==> config.mk <==
export PLATFORM = sky130hd
export DESIGN_NAME = ebm_pin_mux
export DESIGN_NICKNAME = d
export VERILOG_FILES = /design/src/design/ebm_pkg.sv /design/src/design/ebm_cfg_if.sv /design/src/design/ebm_sync.sv /design/src/design/ebm_regs.sv /design/src/design/ebm_pin_mux.sv
export SDC_FILE = /design/constraint.sdc
export NUM_CORES = 1
export LEC_CHECK = 0
export BUFFER_PORTS_ARGS = -buffer_cell sky130_fd_sc_hd__clkbuf_2
export CAP_MARGIN = 10
export CORE_AREA = 10 10 155 157
export CTS_CLUSTER_DIAMETER = 30
export DETAILED_ROUTE_END_ITERATION = 16
export DIE_AREA = 0 0 165 167
export GPL_TIMING_DRIVEN = 0
export PLACE_DENSITY = 0.78
export SETUP_SLACK_MARGIN = 0.3
export SYNTH_ARGS = -nofsm -noshare
export SYNTH_HDL_FRONTEND = slang
export SYNTH_SLANG_ARGS = --single-unit
==> constraint.sdc <==
create_clock -name i_clk -period 1.3 [get_ports i_clk]
set_input_delay 0.26 -clock i_clk [delete_from_list [all_inputs] [get_ports i_clk]]
set_output_delay 0.26 -clock i_clk [all_outputs]
set_load 0.02 [all_outputs]
==> src/design/ebm_pkg.sv <==
// Package of constants shared by the external memory bus pin mux
package ebm_pkg;
	// Pin group, AHB address and decode widths
	localparam int DATA_W  = 32;
	localparam int ADDR_W  = 26;
	localparam int CS_W    = 8;
	localparam int SDA_W   = 13;
	localparam int BYTE_W  = 4;
	localparam int BANK_W  = 2;
	localparam int HADDR_W = 32;
	localparam int DEC_W   = 12;

	// Register map: byte address of the chip select assignment register
	localparam logic [DEC_W-1:0] CSA_OFFSET = 12'h11C;
	localparam logic [31:0] CSA_RESET = 32'h0001_0000;
	localparam logic [31:0] CSA_WMASK = 32'h0003_013A;

	// Field positions inside the assignment register
	localparam int CS1_OWNER_BIT   = 1;
	localparam int CS3_NAND_BIT    = 3;
	localparam int CS4_CARD1_BIT   = 4;
	localparam int CS5_CARD2_BIT   = 5;
	localparam int DATA_PULLUP_BIT = 8;
	localparam int MEM_VOLT_BIT    = 16;
	localparam int PAD_SLEW_BIT    = 17;

	// Chip select lines with special ownership
	localparam int CS_OWNED_IDX = 1;
	localparam int CS_NAND_IDX  = 3;
	localparam int CS_CARD1_IDX = 4;
	localparam int CS_CARD2_IDX = 5;

	// Number of data lines held by the pull-ups
	localparam int PULLUP_BITS = 16;

	// AHB transfer type: bit 1 set means NONSEQ or SEQ
	localparam int HTRANS_ACT_BIT = 1;

	// Owner of the multiplexed pins for the current cycle
	typedef enum logic [1:0] {
		EBM_OWN_IDLE,
		EBM_OWN_STATIC,
		EBM_OWN_DRAM
	} ebm_owner_t;
endpackage

==> src/design/ebm_cfg_if.sv <==
// Interface carrying configuration from register block to pin mux
`timescale 1ns/1ps
interface ebm_cfg_if;
	logic cs1_owner_select;
	logic cs3_nand_logic_enable;
	logic cs4_card_slot1_enable;
	logic cs5_card_slot2_enable;
	logic data_pullup_disable;
	logic memory_voltage_select;
	logic pad_slew_select;

	modport regs (
		output cs1_owner_select,
		output cs3_nand_logic_enable,
		output cs4_card_slot1_enable,
		output cs5_card_slot2_enable,
		output data_pullup_disable,
		output memory_voltage_select,
		output pad_slew_select
	);
	modport mux (
		input  cs1_owner_select,
		input  cs3_nand_logic_enable,
		input  cs4_card_slot1_enable,
		input  cs5_card_slot2_enable,
		input  data_pullup_disable,
		input  memory_voltage_select,
		input  pad_slew_select
	);
endinterface

==> src/design/ebm_sync.sv <==
// Two flip-flop synchroniser for pin inputs
`timescale 1ns/1ps
module ebm_sync #(
	parameter int           WIDTH = 1,
	parameter logic [WIDTH-1:0] INIT = '0
) (
	input  wire logic             i_clk,
	input  wire logic             i_rst_b,
	input  wire logic [WIDTH-1:0] i_async,
	output logic      [WIDTH-1:0] o_sync
);
	logic [WIDTH-1:0] meta;
	logic [WIDTH-1:0] next_meta;
	logic [WIDTH-1:0] next_sync;

	// First stage feeds only the second stage
	always_comb begin
		next_meta = i_async;
		next_sync = meta;
	end

	always_ff @(posedge i_clk or negedge i_rst_b) begin
		if (!i_rst_b) begin
			meta   <= INIT;
			o_sync <= INIT;
		end else begin
			meta   <= next_meta;
			o_sync <= next_sync;
		end
	end
endmodule

==> src/design/ebm_regs.sv <==
// AHB-Lite slave holding the chip select assignment register
`timescale 1ns/1ps
module ebm_regs (
	input  wire logic                        i_clk,
	input  wire logic                        i_rst_b,
	input  wire logic                        i_hsel,
	input  wire logic [ebm_pkg::HADDR_W-1:0] i_haddr,
	input  wire logic [1:0]                  i_htrans,
	input  wire logic                        i_hwrite,
	input  wire logic [2:0]                  i_hsize,
	input  wire logic [31:0]                 i_hwdata,
	input  wire logic                        i_hready,
	output logic                             o_hreadyout,
	output logic                             o_hresp,
	output logic [31:0]                      o_hrdata,
	ebm_cfg_if.regs                          cfg
);
	logic        wr_pend;
	logic [31:0] rd_val;
	logic        next_wr_pend;
	logic [31:0] next_csa_val;
	logic [31:0] next_hrdata;
	logic        hit;
	logic [31:0] csa_val;

	// Word decode; only the low address bits take part
	assign hit = i_hsel && i_htrans[ebm_pkg::HTRANS_ACT_BIT] && i_hready
		&& (i_haddr[ebm_pkg::DEC_W-1:2] == ebm_pkg::CSA_OFFSET[ebm_pkg::DEC_W-1:2]);

	// Writes land at the data phase edge; reserved bits never stored
	always_comb begin
		next_wr_pend = hit && i_hwrite;
		next_csa_val = csa_val;
		if (wr_pend) begin
			next_csa_val = i_hwdata & ebm_pkg::CSA_WMASK;
		end
		// Forward a write in flight so back-to-back read sees it
		rd_val      = wr_pend ? next_csa_val : csa_val;
		next_hrdata = (hit && !i_hwrite) ? rd_val : 32'h0000_0000;
	end

	always_ff @(posedge i_clk or negedge i_rst_b) begin
		if (!i_rst_b) begin
			wr_pend  <= 1'b0;
			csa_val  <= ebm_pkg::CSA_RESET;
			o_hrdata <= 32'h0000_0000;
		end else begin
			wr_pend  <= next_wr_pend;
			csa_val  <= next_csa_val;
			o_hrdata <= next_hrdata;
		end
	end

	// Zero wait states, always OKAY
	assign o_hreadyout = 1'b1;
	assign o_hresp     = 1'b0;

	assign cfg.cs1_owner_select      = csa_val[ebm_pkg::CS1_OWNER_BIT];
	assign cfg.cs3_nand_logic_enable = csa_val[ebm_pkg::CS3_NAND_BIT];
	assign cfg.cs4_card_slot1_enable = csa_val[ebm_pkg::CS4_CARD1_BIT];
	assign cfg.cs5_card_slot2_enable = csa_val[ebm_pkg::CS5_CARD2_BIT];
	assign cfg.data_pullup_disable   = csa_val[ebm_pkg::DATA_PULLUP_BIT];
	assign cfg.memory_voltage_select = csa_val[ebm_pkg::MEM_VOLT_BIT];
	assign cfg.pad_slew_select       = csa_val[ebm_pkg::PAD_SLEW_BIT];
endmodule

==> src/design/ebm_pin_mux.sv <==
// External memory bus pin multiplexer with chip select assignment
//
// Contract
// - CS1 from static or SDRAM per owner bit
// - CS3 bit enables NAND helper logic
// - CS4 bit enables card slot one logic
// - CS5 bit enables card slot two logic
// - Data pull-ups on unless disable bit set
// - Voltage bit: 0 is 1.8 V, 1 is 3.3 V
// - Assignment register at 0x11C, reset 0x00010000
// - Pins A11..A2 carry SDRAM A9..A0
// - Address-10 pin carries SDRAM A10 only
// - Pins A14..A13 carry SDRAM A12..A11
// - Pins A12, A25..A15 static controller only
// - Pins A1, A0 static controller only
// - Byte-1 strobe: SDRAM mask or static strobe
// - Data lines straight through, same bit order
// - Routing follows controller currently accessing
// - 32-bit data, 26 address, eight selects
// - Strobes active low, clock enable active high
`timescale 1ns/1ps
module ebm_pin_mux (
	input  wire logic                        i_clk,
	input  wire logic                        i_rst_b,
	// AHB-Lite register port
	input  wire logic                        i_hsel,
	input  wire logic [ebm_pkg::HADDR_W-1:0] i_haddr,
	input  wire logic [1:0]                  i_htrans,
	input  wire logic                        i_hwrite,
	input  wire logic [2:0]                  i_hsize,
	input  wire logic [31:0]                 i_hwdata,
	input  wire logic                        i_hready,
	output logic                             o_hreadyout,
	output logic                             o_hresp,
	output logic [31:0]                      o_hrdata,
	// Static memory controller side
	input  wire logic                        i_smc_active,
	input  wire logic [ebm_pkg::ADDR_W-1:0]  i_smc_addr,
	input  wire logic [ebm_pkg::CS_W-1:0]    i_smc_chip_select_n,
	input  wire logic                        i_smc_read_strobe_n,
	input  wire logic                        i_smc_write_enable_n,
	input  wire logic [ebm_pkg::BYTE_W-1:0]  i_smc_byte_write_n,
	input  wire logic [ebm_pkg::DATA_W-1:0]  i_smc_dout,
	input  wire logic                        i_smc_doe,
	output logic                             o_smc_wait_request_n,
	// SDRAM controller side
	input  wire logic                        i_sdc_active,
	input  wire logic [ebm_pkg::SDA_W-1:0]   i_sdc_addr,
	input  wire logic                        i_sdc_chip_select_n,
	input  wire logic                        i_sdc_ras_n,
	input  wire logic                        i_sdc_cas_n,
	input  wire logic                        i_sdc_write_enable_n,
	input  wire logic [ebm_pkg::BANK_W-1:0]  i_sdc_bank,
	input  wire logic                        i_sdc_clock_enable,
	input  wire logic [ebm_pkg::BYTE_W-1:0]  i_sdc_byte_mask_n,
	input  wire logic [ebm_pkg::DATA_W-1:0]  i_sdc_dout,
	input  wire logic                        i_sdc_doe,
	// Read data returned to both controllers
	output logic [ebm_pkg::DATA_W-1:0]       o_ctrl_din,
	// External pins
	input  wire logic [ebm_pkg::DATA_W-1:0]  i_pin_data,
	output logic [ebm_pkg::DATA_W-1:0]       o_pin_data,
	output logic [ebm_pkg::DATA_W-1:0]       o_pin_data_oe,
	output logic [ebm_pkg::ADDR_W-1:0]       o_pin_addr,
	output logic                             o_dram_addr10_pin,
	output logic [ebm_pkg::CS_W-1:0]         o_chip_select_n,
	output logic                             o_read_strobe_n,
	output logic                             o_write_enable_n,
	output logic                             o_byte_strobe1_n,
	output logic                             o_dram_ras_n,
	output logic                             o_dram_cas_n,
	output logic                             o_dram_write_enable_n,
	output logic [ebm_pkg::BANK_W-1:0]       o_dram_bank,
	output logic                             o_dram_clock_enable,
	output logic                             o_nand_select_n,
	output logic                             o_nand_read_n,
	output logic                             o_nand_write_n,
	output logic [1:0]                       o_card_select_n,
	output logic                             o_card_io_read_n,
	output logic                             o_card_io_write_n,
	input  wire logic                        i_wait_request_n,
	// Pad configuration
	output logic                             o_data_pullup_en,
	output logic                             o_memory_voltage_3v3,
	output logic                             o_pad_slew_select
);
	ebm_cfg_if cfg ();

	ebm_pkg::ebm_owner_t owner;

	logic [ebm_pkg::DATA_W-1:0] next_pin_data;
	logic [ebm_pkg::DATA_W-1:0] next_pin_data_oe;
	logic [ebm_pkg::ADDR_W-1:0] next_pin_addr;
	logic                       next_addr10;
	logic [ebm_pkg::CS_W-1:0]   next_cs_n;
	logic                       next_rd_n;
	logic                       next_we_n;
	logic                       next_bs1_n;
	logic                       next_ras_n;
	logic                       next_cas_n;
	logic                       next_sdwe_n;
	logic [ebm_pkg::BANK_W-1:0] next_bank;
	logic                       next_cke;
	logic                       next_nand_cs_n;
	logic                       next_nand_rd_n;
	logic                       next_nand_wr_n;
	logic [1:0]                 next_card_cs_n;
	logic                       next_card_rd_n;
	logic                       next_card_wr_n;
	logic                       next_pullup_en;
	logic                       next_volt_3v3;
	logic                       next_slew;

	// Gate a static strobe by an enabled helper select
	function automatic logic helper_strobe(input logic en,
		input logic cs_n, input logic strobe_n);
		helper_strobe = !(en && !cs_n && !strobe_n);
	endfunction

	// Register block on the AHB-Lite port
	ebm_regs u_regs (
		.i_clk       (i_clk),
		.i_rst_b     (i_rst_b),
		.i_hsel      (i_hsel),
		.i_haddr     (i_haddr),
		.i_htrans    (i_htrans),
		.i_hwrite    (i_hwrite),
		.i_hsize     (i_hsize),
		.i_hwdata    (i_hwdata),
		.i_hready    (i_hready),
		.o_hreadyout (o_hreadyout),
		.o_hresp     (o_hresp),
		.o_hrdata    (o_hrdata),
		.cfg         (cfg.regs)
	);

	// Wait pin is asynchronous; reset high so no false stretch
	ebm_sync #(
		.WIDTH (1),
		.INIT  (1'b1)
	) u_wait_sync (
		.i_clk   (i_clk),
		.i_rst_b (i_rst_b),
		.i_async (i_wait_request_n),
		.o_sync  (o_smc_wait_request_n)
	);

	// Read data from the pins, same order for both controllers
	ebm_sync #(
		.WIDTH (ebm_pkg::DATA_W),
		.INIT  ('0)
	) u_data_sync (
		.i_clk   (i_clk),
		.i_rst_b (i_rst_b),
		.i_async (i_pin_data),
		.o_sync  (o_ctrl_din)
	);

	// Pick the owner of the shared pins for this access.
	// SDRAM wins a collision; its refresh cannot be deferred.
	always_comb begin
		if (i_sdc_active) begin
			owner = ebm_pkg::EBM_OWN_DRAM;
		end else if (i_smc_active) begin
			owner = ebm_pkg::EBM_OWN_STATIC;
		end else begin
			owner = ebm_pkg::EBM_OWN_IDLE;
		end
	end

	// Multiplexed address, data and strobe pins
	always_comb begin
		next_pin_addr    = '0;
		next_addr10      = 1'b0;
		next_pin_data    = '0;
		next_pin_data_oe = '0;
		next_rd_n        = 1'b1;
		next_we_n        = 1'b1;
		next_bs1_n       = 1'b1;
		case (owner)
			ebm_pkg::EBM_OWN_DRAM: begin
				// Pins A0, A1, A12, A15 and up stay low
				next_pin_addr[11:2]  = i_sdc_addr[9:0];
				next_pin_addr[14:13] = i_sdc_addr[12:11];
				next_addr10          = i_sdc_addr[10];
				next_bs1_n           = i_sdc_byte_mask_n[1];
				next_pin_data        = i_sdc_dout;
				next_pin_data_oe     = {ebm_pkg::DATA_W{i_sdc_doe}};
			end
			ebm_pkg::EBM_OWN_STATIC: begin
				next_pin_addr    = i_smc_addr;
				next_rd_n        = i_smc_read_strobe_n;
				next_we_n        = i_smc_write_enable_n;
				next_bs1_n       = i_smc_byte_write_n[1];
				next_pin_data    = i_smc_dout;
				next_pin_data_oe = {ebm_pkg::DATA_W{i_smc_doe}};
			end
			default: begin
				next_pin_addr = '0;
			end
		endcase
	end

	// Chip selects and helper strobes
	always_comb begin
		next_cs_n = i_smc_chip_select_n;
		if (cfg.cs1_owner_select) begin
			next_cs_n[ebm_pkg::CS_OWNED_IDX] = i_sdc_chip_select_n;
		end
		// NAND helper only when enabled; otherwise NAND select held high
		next_nand_cs_n = cfg.cs3_nand_logic_enable
			? i_smc_chip_select_n[ebm_pkg::CS_NAND_IDX] : 1'b1;
		next_nand_rd_n = helper_strobe(cfg.cs3_nand_logic_enable,
			i_smc_chip_select_n[ebm_pkg::CS_NAND_IDX],
			i_smc_read_strobe_n);
		next_nand_wr_n = helper_strobe(cfg.cs3_nand_logic_enable,
			i_smc_chip_select_n[ebm_pkg::CS_NAND_IDX],
			i_smc_write_enable_n);
		next_card_cs_n[0] = cfg.cs4_card_slot1_enable
			? i_smc_chip_select_n[ebm_pkg::CS_CARD1_IDX] : 1'b1;
		next_card_cs_n[1] = cfg.cs5_card_slot2_enable
			? i_smc_chip_select_n[ebm_pkg::CS_CARD2_IDX] : 1'b1;
		next_card_rd_n = helper_strobe(cfg.cs4_card_slot1_enable,
			i_smc_chip_select_n[ebm_pkg::CS_CARD1_IDX],
			i_smc_read_strobe_n)
			& helper_strobe(cfg.cs5_card_slot2_enable,
			i_smc_chip_select_n[ebm_pkg::CS_CARD2_IDX],
			i_smc_read_strobe_n);
		next_card_wr_n = helper_strobe(cfg.cs4_card_slot1_enable,
			i_smc_chip_select_n[ebm_pkg::CS_CARD1_IDX],
			i_smc_write_enable_n)
			& helper_strobe(cfg.cs5_card_slot2_enable,
			i_smc_chip_select_n[ebm_pkg::CS_CARD2_IDX],
			i_smc_write_enable_n);
	end

	// Dedicated SDRAM pins and pad configuration
	always_comb begin
		next_ras_n     = i_sdc_ras_n;
		next_cas_n     = i_sdc_cas_n;
		next_sdwe_n    = i_sdc_write_enable_n;
		next_bank      = i_sdc_bank;
		next_cke       = i_sdc_clock_enable;
		next_pullup_en = !cfg.data_pullup_disable;
		next_volt_3v3  = cfg.memory_voltage_select;
		next_slew      = cfg.pad_slew_select;
	end

	// Every pin output leaves from a flip-flop; reset is idle
	always_ff @(posedge i_clk or negedge i_rst_b) begin
		if (!i_rst_b) begin
			o_pin_addr            <= '0;
			o_dram_addr10_pin     <= 1'b0;
			o_pin_data            <= '0;
			o_pin_data_oe         <= '0;
			o_chip_select_n       <= '1;
			o_read_strobe_n       <= 1'b1;
			o_write_enable_n      <= 1'b1;
			o_byte_strobe1_n      <= 1'b1;
			o_dram_ras_n          <= 1'b1;
			o_dram_cas_n          <= 1'b1;
			o_dram_write_enable_n <= 1'b1;
			o_dram_bank           <= '0;
			o_dram_clock_enable   <= 1'b0;
			o_nand_select_n       <= 1'b1;
			o_nand_read_n         <= 1'b1;
			o_nand_write_n        <= 1'b1;
			o_card_select_n       <= 2'h3;
			o_card_io_read_n      <= 1'b1;
			o_card_io_write_n     <= 1'b1;
			o_data_pullup_en      <= 1'b1;
			o_memory_voltage_3v3  <= 1'b1;
			o_pad_slew_select     <= 1'b0;
		end else begin
			o_pin_addr            <= next_pin_addr;
			o_dram_addr10_pin     <= next_addr10;
			o_pin_data            <= next_pin_data;
			o_pin_data_oe         <= next_pin_data_oe;
			o_chip_select_n       <= next_cs_n;
			o_read_strobe_n       <= next_rd_n;
			o_write_enable_n      <= next_we_n;
			o_byte_strobe1_n      <= next_bs1_n;
			o_dram_ras_n          <= next_ras_n;
			o_dram_cas_n          <= next_cas_n;
			o_dram_write_enable_n <= next_sdwe_n;
			o_dram_bank           <= next_bank;
			o_dram_clock_enable   <= next_cke;
			o_nand_select_n       <= next_nand_cs_n;
			o_nand_read_n         <= next_nand_rd_n;
			o_nand_write_n        <= next_nand_wr_n;
			o_card_select_n       <= next_card_cs_n;
			o_card_io_read_n      <= next_card_rd_n;
			o_card_io_write_n     <= next_card_wr_n;
			o_data_pullup_en      <= next_pullup_en;
			o_memory_voltage_3v3  <= next_volt_3v3;
			o_pad_slew_select     <= next_slew;
		end
	end
endmodule

======== Word level (Yosys, flattened, before mapping) ========
Cells that the tools add are included.
storage, ports and cells
  register bits after elaboration ......... 249
  input bits .............................. 239
  output and inout bits ................... 185
  word-level logic and storage cells ...... 81
cells by class
  eq/ne operators ......................... 3
  multiplexer cells ....................... 20
  bitwise operators ....................... 2
  reduce and logical (&&, ||, !) cells .... 27
operators by type and width
  kind                 number
  $pmux 32 s2          2
  $mux 32              3
  $pmux 10 s2          1
  $logic_and 1x1->1    14
  $logic_not 1->1      13
  $mux 11              1
  $eq 10x7->1 const B  1
  $mux 1               9
  $mux 2               2
  $pmux 2 s2           1
  $and 1x1->1          2
  $eq 2x1->1 const B   1
  $eq 2x2->1 const B   1
  $pmux 1 s2           1

======== Depth between registers and ports, before layout ========
  word-level depth ........................ 5
  mapped depth ............................ 5
  depth with buffers taken out ............ 3

======== Hierarchy ========
Synthesis repeated with hierarchy kept, for this count alone.
second synthesis, totals
  cell total of the unflattened synthesis .. 509
  area, all modules ....................... 7138.1 um^2
by module, submodules not included
  module                   times used  cells an instance  area an instance (um^2)  sequential area each (um^2)
  ebm_pin_mux              1           295                3274.4                   2205.9
  ebm_regs                 1           148                2209.6                   1627.8
  ebm_sync at u_data_sync  1           64                 1601.5                   1601.5
  ebm_sync at u_wait_sync  1           2                  52.6                     52.6

======== Least setup slack after synthesis ========
No wires, ideal clock.
  path kind ............................... register -> output
  start point ............................. register o_pin_data_oe[30] (netlist name)
  end point ............................... output o_pin_data_oe[10] in the netlist's numbering
  arrival ................................. 1143 ps
  data required time ...................... 1040 ps
  setup slack ............................. -103 ps
  cell stages (with the launch flop) ...... 2
  buffers on the path ..................... 1
  cells stage by stage .................... dfrtp_1 -> buf_4
RTL lines
  what              RTL line           text
  end: declaration  ebm_pin_mux.sv:63  output logic [ebm_pkg::DATA_W-1:0] o_pin_data_oe,

==> results.json <==
{
  "crit_fanout": 16,
  "ys_top_cells_by_area": "dfrtp_1 (67%), dfstp_2 (9.5%), nor3b_2 (4.2%)",
  "yosysWarnings": 0,
  "finalNetCount": 1250,
  "numCtsBuffers": 42,
  "netlist_instances": 448,
  "path_clk_slew_ns": 0.06,
  "synth-xor-area-share_pct": 0,
  "syn-num-nets": 687,
  "postSynthRegisterBits": 218,
  "synth_top_family_by_area": "simple AND/OR/NAND/NOR gates",
  "synth_edf_count": 0,
  "synthMuxAreaShare_pct": 1.100,
  "fmax_ghz": 0.5864,
  "setup_ws_ns": -0.4054,
  "finalNonFillerCells": 1324,
  "routed.top_layer": "met4",
  "grtUsageTotal_pct": 20.70,
  "dp_hpwl_um": 17390,
  "critPathBufInv": 3,
  "hold-worst-slack_ns": -0.2409,
  "drive_above_1_share_pct": 56.99,
  "syn-cell-area_um2": 7168,
  "drc_errors": 0,
  "wl_met2_um": 17330,
  "syn-mean-instance-area_um2": 16.00,
  "reg2reg_from": "u_regs.wr_pend$_DFF_PN0_",
  "antenna_found_initial": 5,
  "ys_top_cells_by_count": "dfrtp_1 (192), a22o_1 (33), buf_4 (33)",
  "finalCritPeriodShare_pct": 131.2,
  "wl_met1_um": 10370,
  "drt-initial-drc-count": 463,
  "fp.dieW_um": 165,
  "drt-total-wl_um": 32270,
  "wl_per_cell_um": 24.37,
  "fillCellCount": 1222,
  "cts_tree": "yes",
  "cts_max_level": 2,
  "critPathCaptureType": "output port",
  "synth_top_area_share_pct": 67.03,
  "yosys.area.top_type": "dfrtp_1",
  "num_vias": 6169,
  "status": "finished, violations left",
  "crit_type": "reg -> out",
  "reg2reg_slack_ns": 0.05,
  "grt_pass1_vias": 6807,
  "crit_chain": "buf_12 > buf_4 > buf_6",
  "die_y_um": 167,
  "hold_path_class": "in -> async",
  "syn_to_final_growth_pct": 99.14,
  "drv_slew": 0,
  "yosysMostFrequentCell": "dfrtp_1",
  "violations": "hold timing, setup timing",
  "die_area_um2": 27560,
  "cts_sinks": 218,
  "ant_nets": 0,
  "pre_cts_ws_ns": -0.1828,
  "cp.depth": 3,
  "r2r_end": "u_regs.o_hrdata[10]$_DFF_PN0_",
  "wl_met3_um": 2995,
  "synth_ff_type": "dfrtp_1",
  "holdBufCountCts": 136,
  "clk_latency_ns": 0.52,
  "io_buffers": 363,
  "placed_cells": 1087,
  "start_util_pct": 34.42,
  "max_cap_viol_count": 0,
  "tightest_slew_ns": 0.7492,
  "gp_congestion": 0.9052,
  "yosys.area_share.simple_pct": 12.04,
  "synth_async_sr_flop_share_pct": 100.0,
  "ir_drop_uv": 930.0,
  "critPathMaxStageDelay_ns": 0.50,
  "power_density_nw_per_um2": 1415,
  "hold_viol": 81,
  "clockRootBuffer": "clkbuf_16",
  "synth_cell_type_count": 25,
  "drtPass1Iterations": 5,
  "synth-adder-area-share_pct": 0,
  "placementRows": 53,
  "grt-ovfl-total": 0,
  "final_area_um2": 14270,
  "reg2reg_depth": 5,
  "clock_skew_ns": 0.01839,
  "fin_crit_ns": 1.705,
  "synth-compound-area-share_pct": 5.010,
  "startpoint_type": "flip-flop",
  "io_pins": 424,
  "slowest_stage": "dfrtp_4",
  "worstPathRequired_ns": 1.04,
  "worst_ep_arrival_time_ns": 1.45,
  "grt_pass1_wl_um": 43010,
  "vias_per_cell": 4.659,
  "grt_max_degree": 121,
  "slew_headroom_pct": 50.05,
  "setup_viol_count_final": 87,
  "core_area_um2": 20820,
  "place_area_um2": 9463,
  "rsz0062_at_grt": "true",
  "critPathTopFamily": "flip-flops",
  "synth-seq-area-share_pct": 76.56,
  "clockBufferDepth": 3,
  "total_leakage_power_uw": 0.006895
}
[worst max-delay path by stage]
stage / slack (ns) / start / endpoint
after global placement: -4.77 / i_rst_b / o_pin_data_oe[30]$_DFF_PN0_
after floorplan: 0.15 / i_haddr[9] / u_regs.o_hrdata[8]$_DFF_PN0_
after detailed placement: -0.18 / i_sdc_active / o_pin_addr[5]$_DFF_PN0_
after CTS: -0.41 / o_pin_data_oe[30]$_DFF_PN0_ / o_pin_data_oe[28]
after global routing: -0.44 / o_pin_data_oe[30]$_DFF_PN0_ / o_pin_data_oe[5]
final: -0.41 / o_pin_data_oe[30]$_DFF_PN0_ / o_pin_data_oe[5]
[cells by family (layout without fill, tap and decap cells)]
logic type,count (synthesis),count (layout)
mux,7,7
other cells,2,7
simple gates,117,117
compound gates,47,47
flops,218,218
buf+inv,57,653
[metrics by stage]
stage               TNS (ns)  hold WS (ns)  power, uW  utilization (%)
CTS                   -17.38       -0.1461      19860            64.98
global route          -20.27       -0.1937      20860            68.56
finish                -15.47       -0.2409      20200            68.56
detailed placement    -17.17        0.3347       8760            45.45
floorplan                  0      -0.03559       7936                -
global placement     -838.51        0.3315       8715            45.27
[state kept, by name (all words and copies together) (netlist names), 2 cells and up]
register,flops
o_dram_bank,2
u_data_sync.meta,32
o_pin_data,32
o_pin_addr,26
u_regs.o_hrdata,32
o_chip_select_n,8
u_regs.csa_val,32
o_card_select_n,2
u_data_sync.o_sync,32
[power by group]
part | leakage [uW] | internal, uW | switching, uW
registers | 0.00272 | 7070 | 148
clock network | 0.000673 | 6700 | 3860
logic | 0.00351 | 1280 | 1130
total | 0.00689 | 15100 | 5140
[cells in the final DEF, fill, tap and decap left out, drive strengths merged]
cell type,netlist,final
dfstp,26,26
a21oi,1,1
nand2,27,27
nor4b,1,1
and2,15,15
clkbuf,10,267
dfrtp,192,192
clkinvlp,0,5
conb,2,2
bufinv,0,2
nor2,1,1
nor2b,27,27
nand4b,1,1
nor3b,26,26
clkinv,0,12
nand4,1,1
mux2,7,7
diode,0,5
buf,45,221
inv,2,10
o21ai,13,13
and2b,8,8
a22o,33,33
nand2b,7,7
dlygate4sd3,0,136
and4,1,1
or2,2,2
[worst register-to-register path, delay by kind of cell, from the launching register on]
family	cells	cell delay [ns]
flip-flops	1	0.42
AND/OR/NAND/NOR	1	0.18
buffers and inverters	4	0.57
[repair_timing]
action,4_1_cts,5_1_grt
pin swaps,24,0
gates cloned,4,1
setup buffers,13,1
resized for setup,257,321
endpoints found under the hold margin,192,81
setup endpoints to repair,243,322
[area by class of cell]
cell class	count	area (um^2)	area share, %
clock inverters	27	277.8	1.946
well taps	275	344.1	2.410
flip-flops and latches	218	5492	38.47
clock buffers	50	1122	7.862
repair buffers	519	4955	34.71
diodes	5	12.51	0.08765
multi-input cells	173	1508	10.56
inverters	2	7.507	0.05259
plain buffers	55	556.8	3.900
[layer usage]
metal / vias to the layer above / GRT usage, %
met5: - / 0
met3: 105 / 7.051
met2: 392 / 37.37
met4: 0 / 10.40
met1: 3082 / 20.34
li1: 2590 / -
Note: power is estimated with default switching activity, not from simulation.
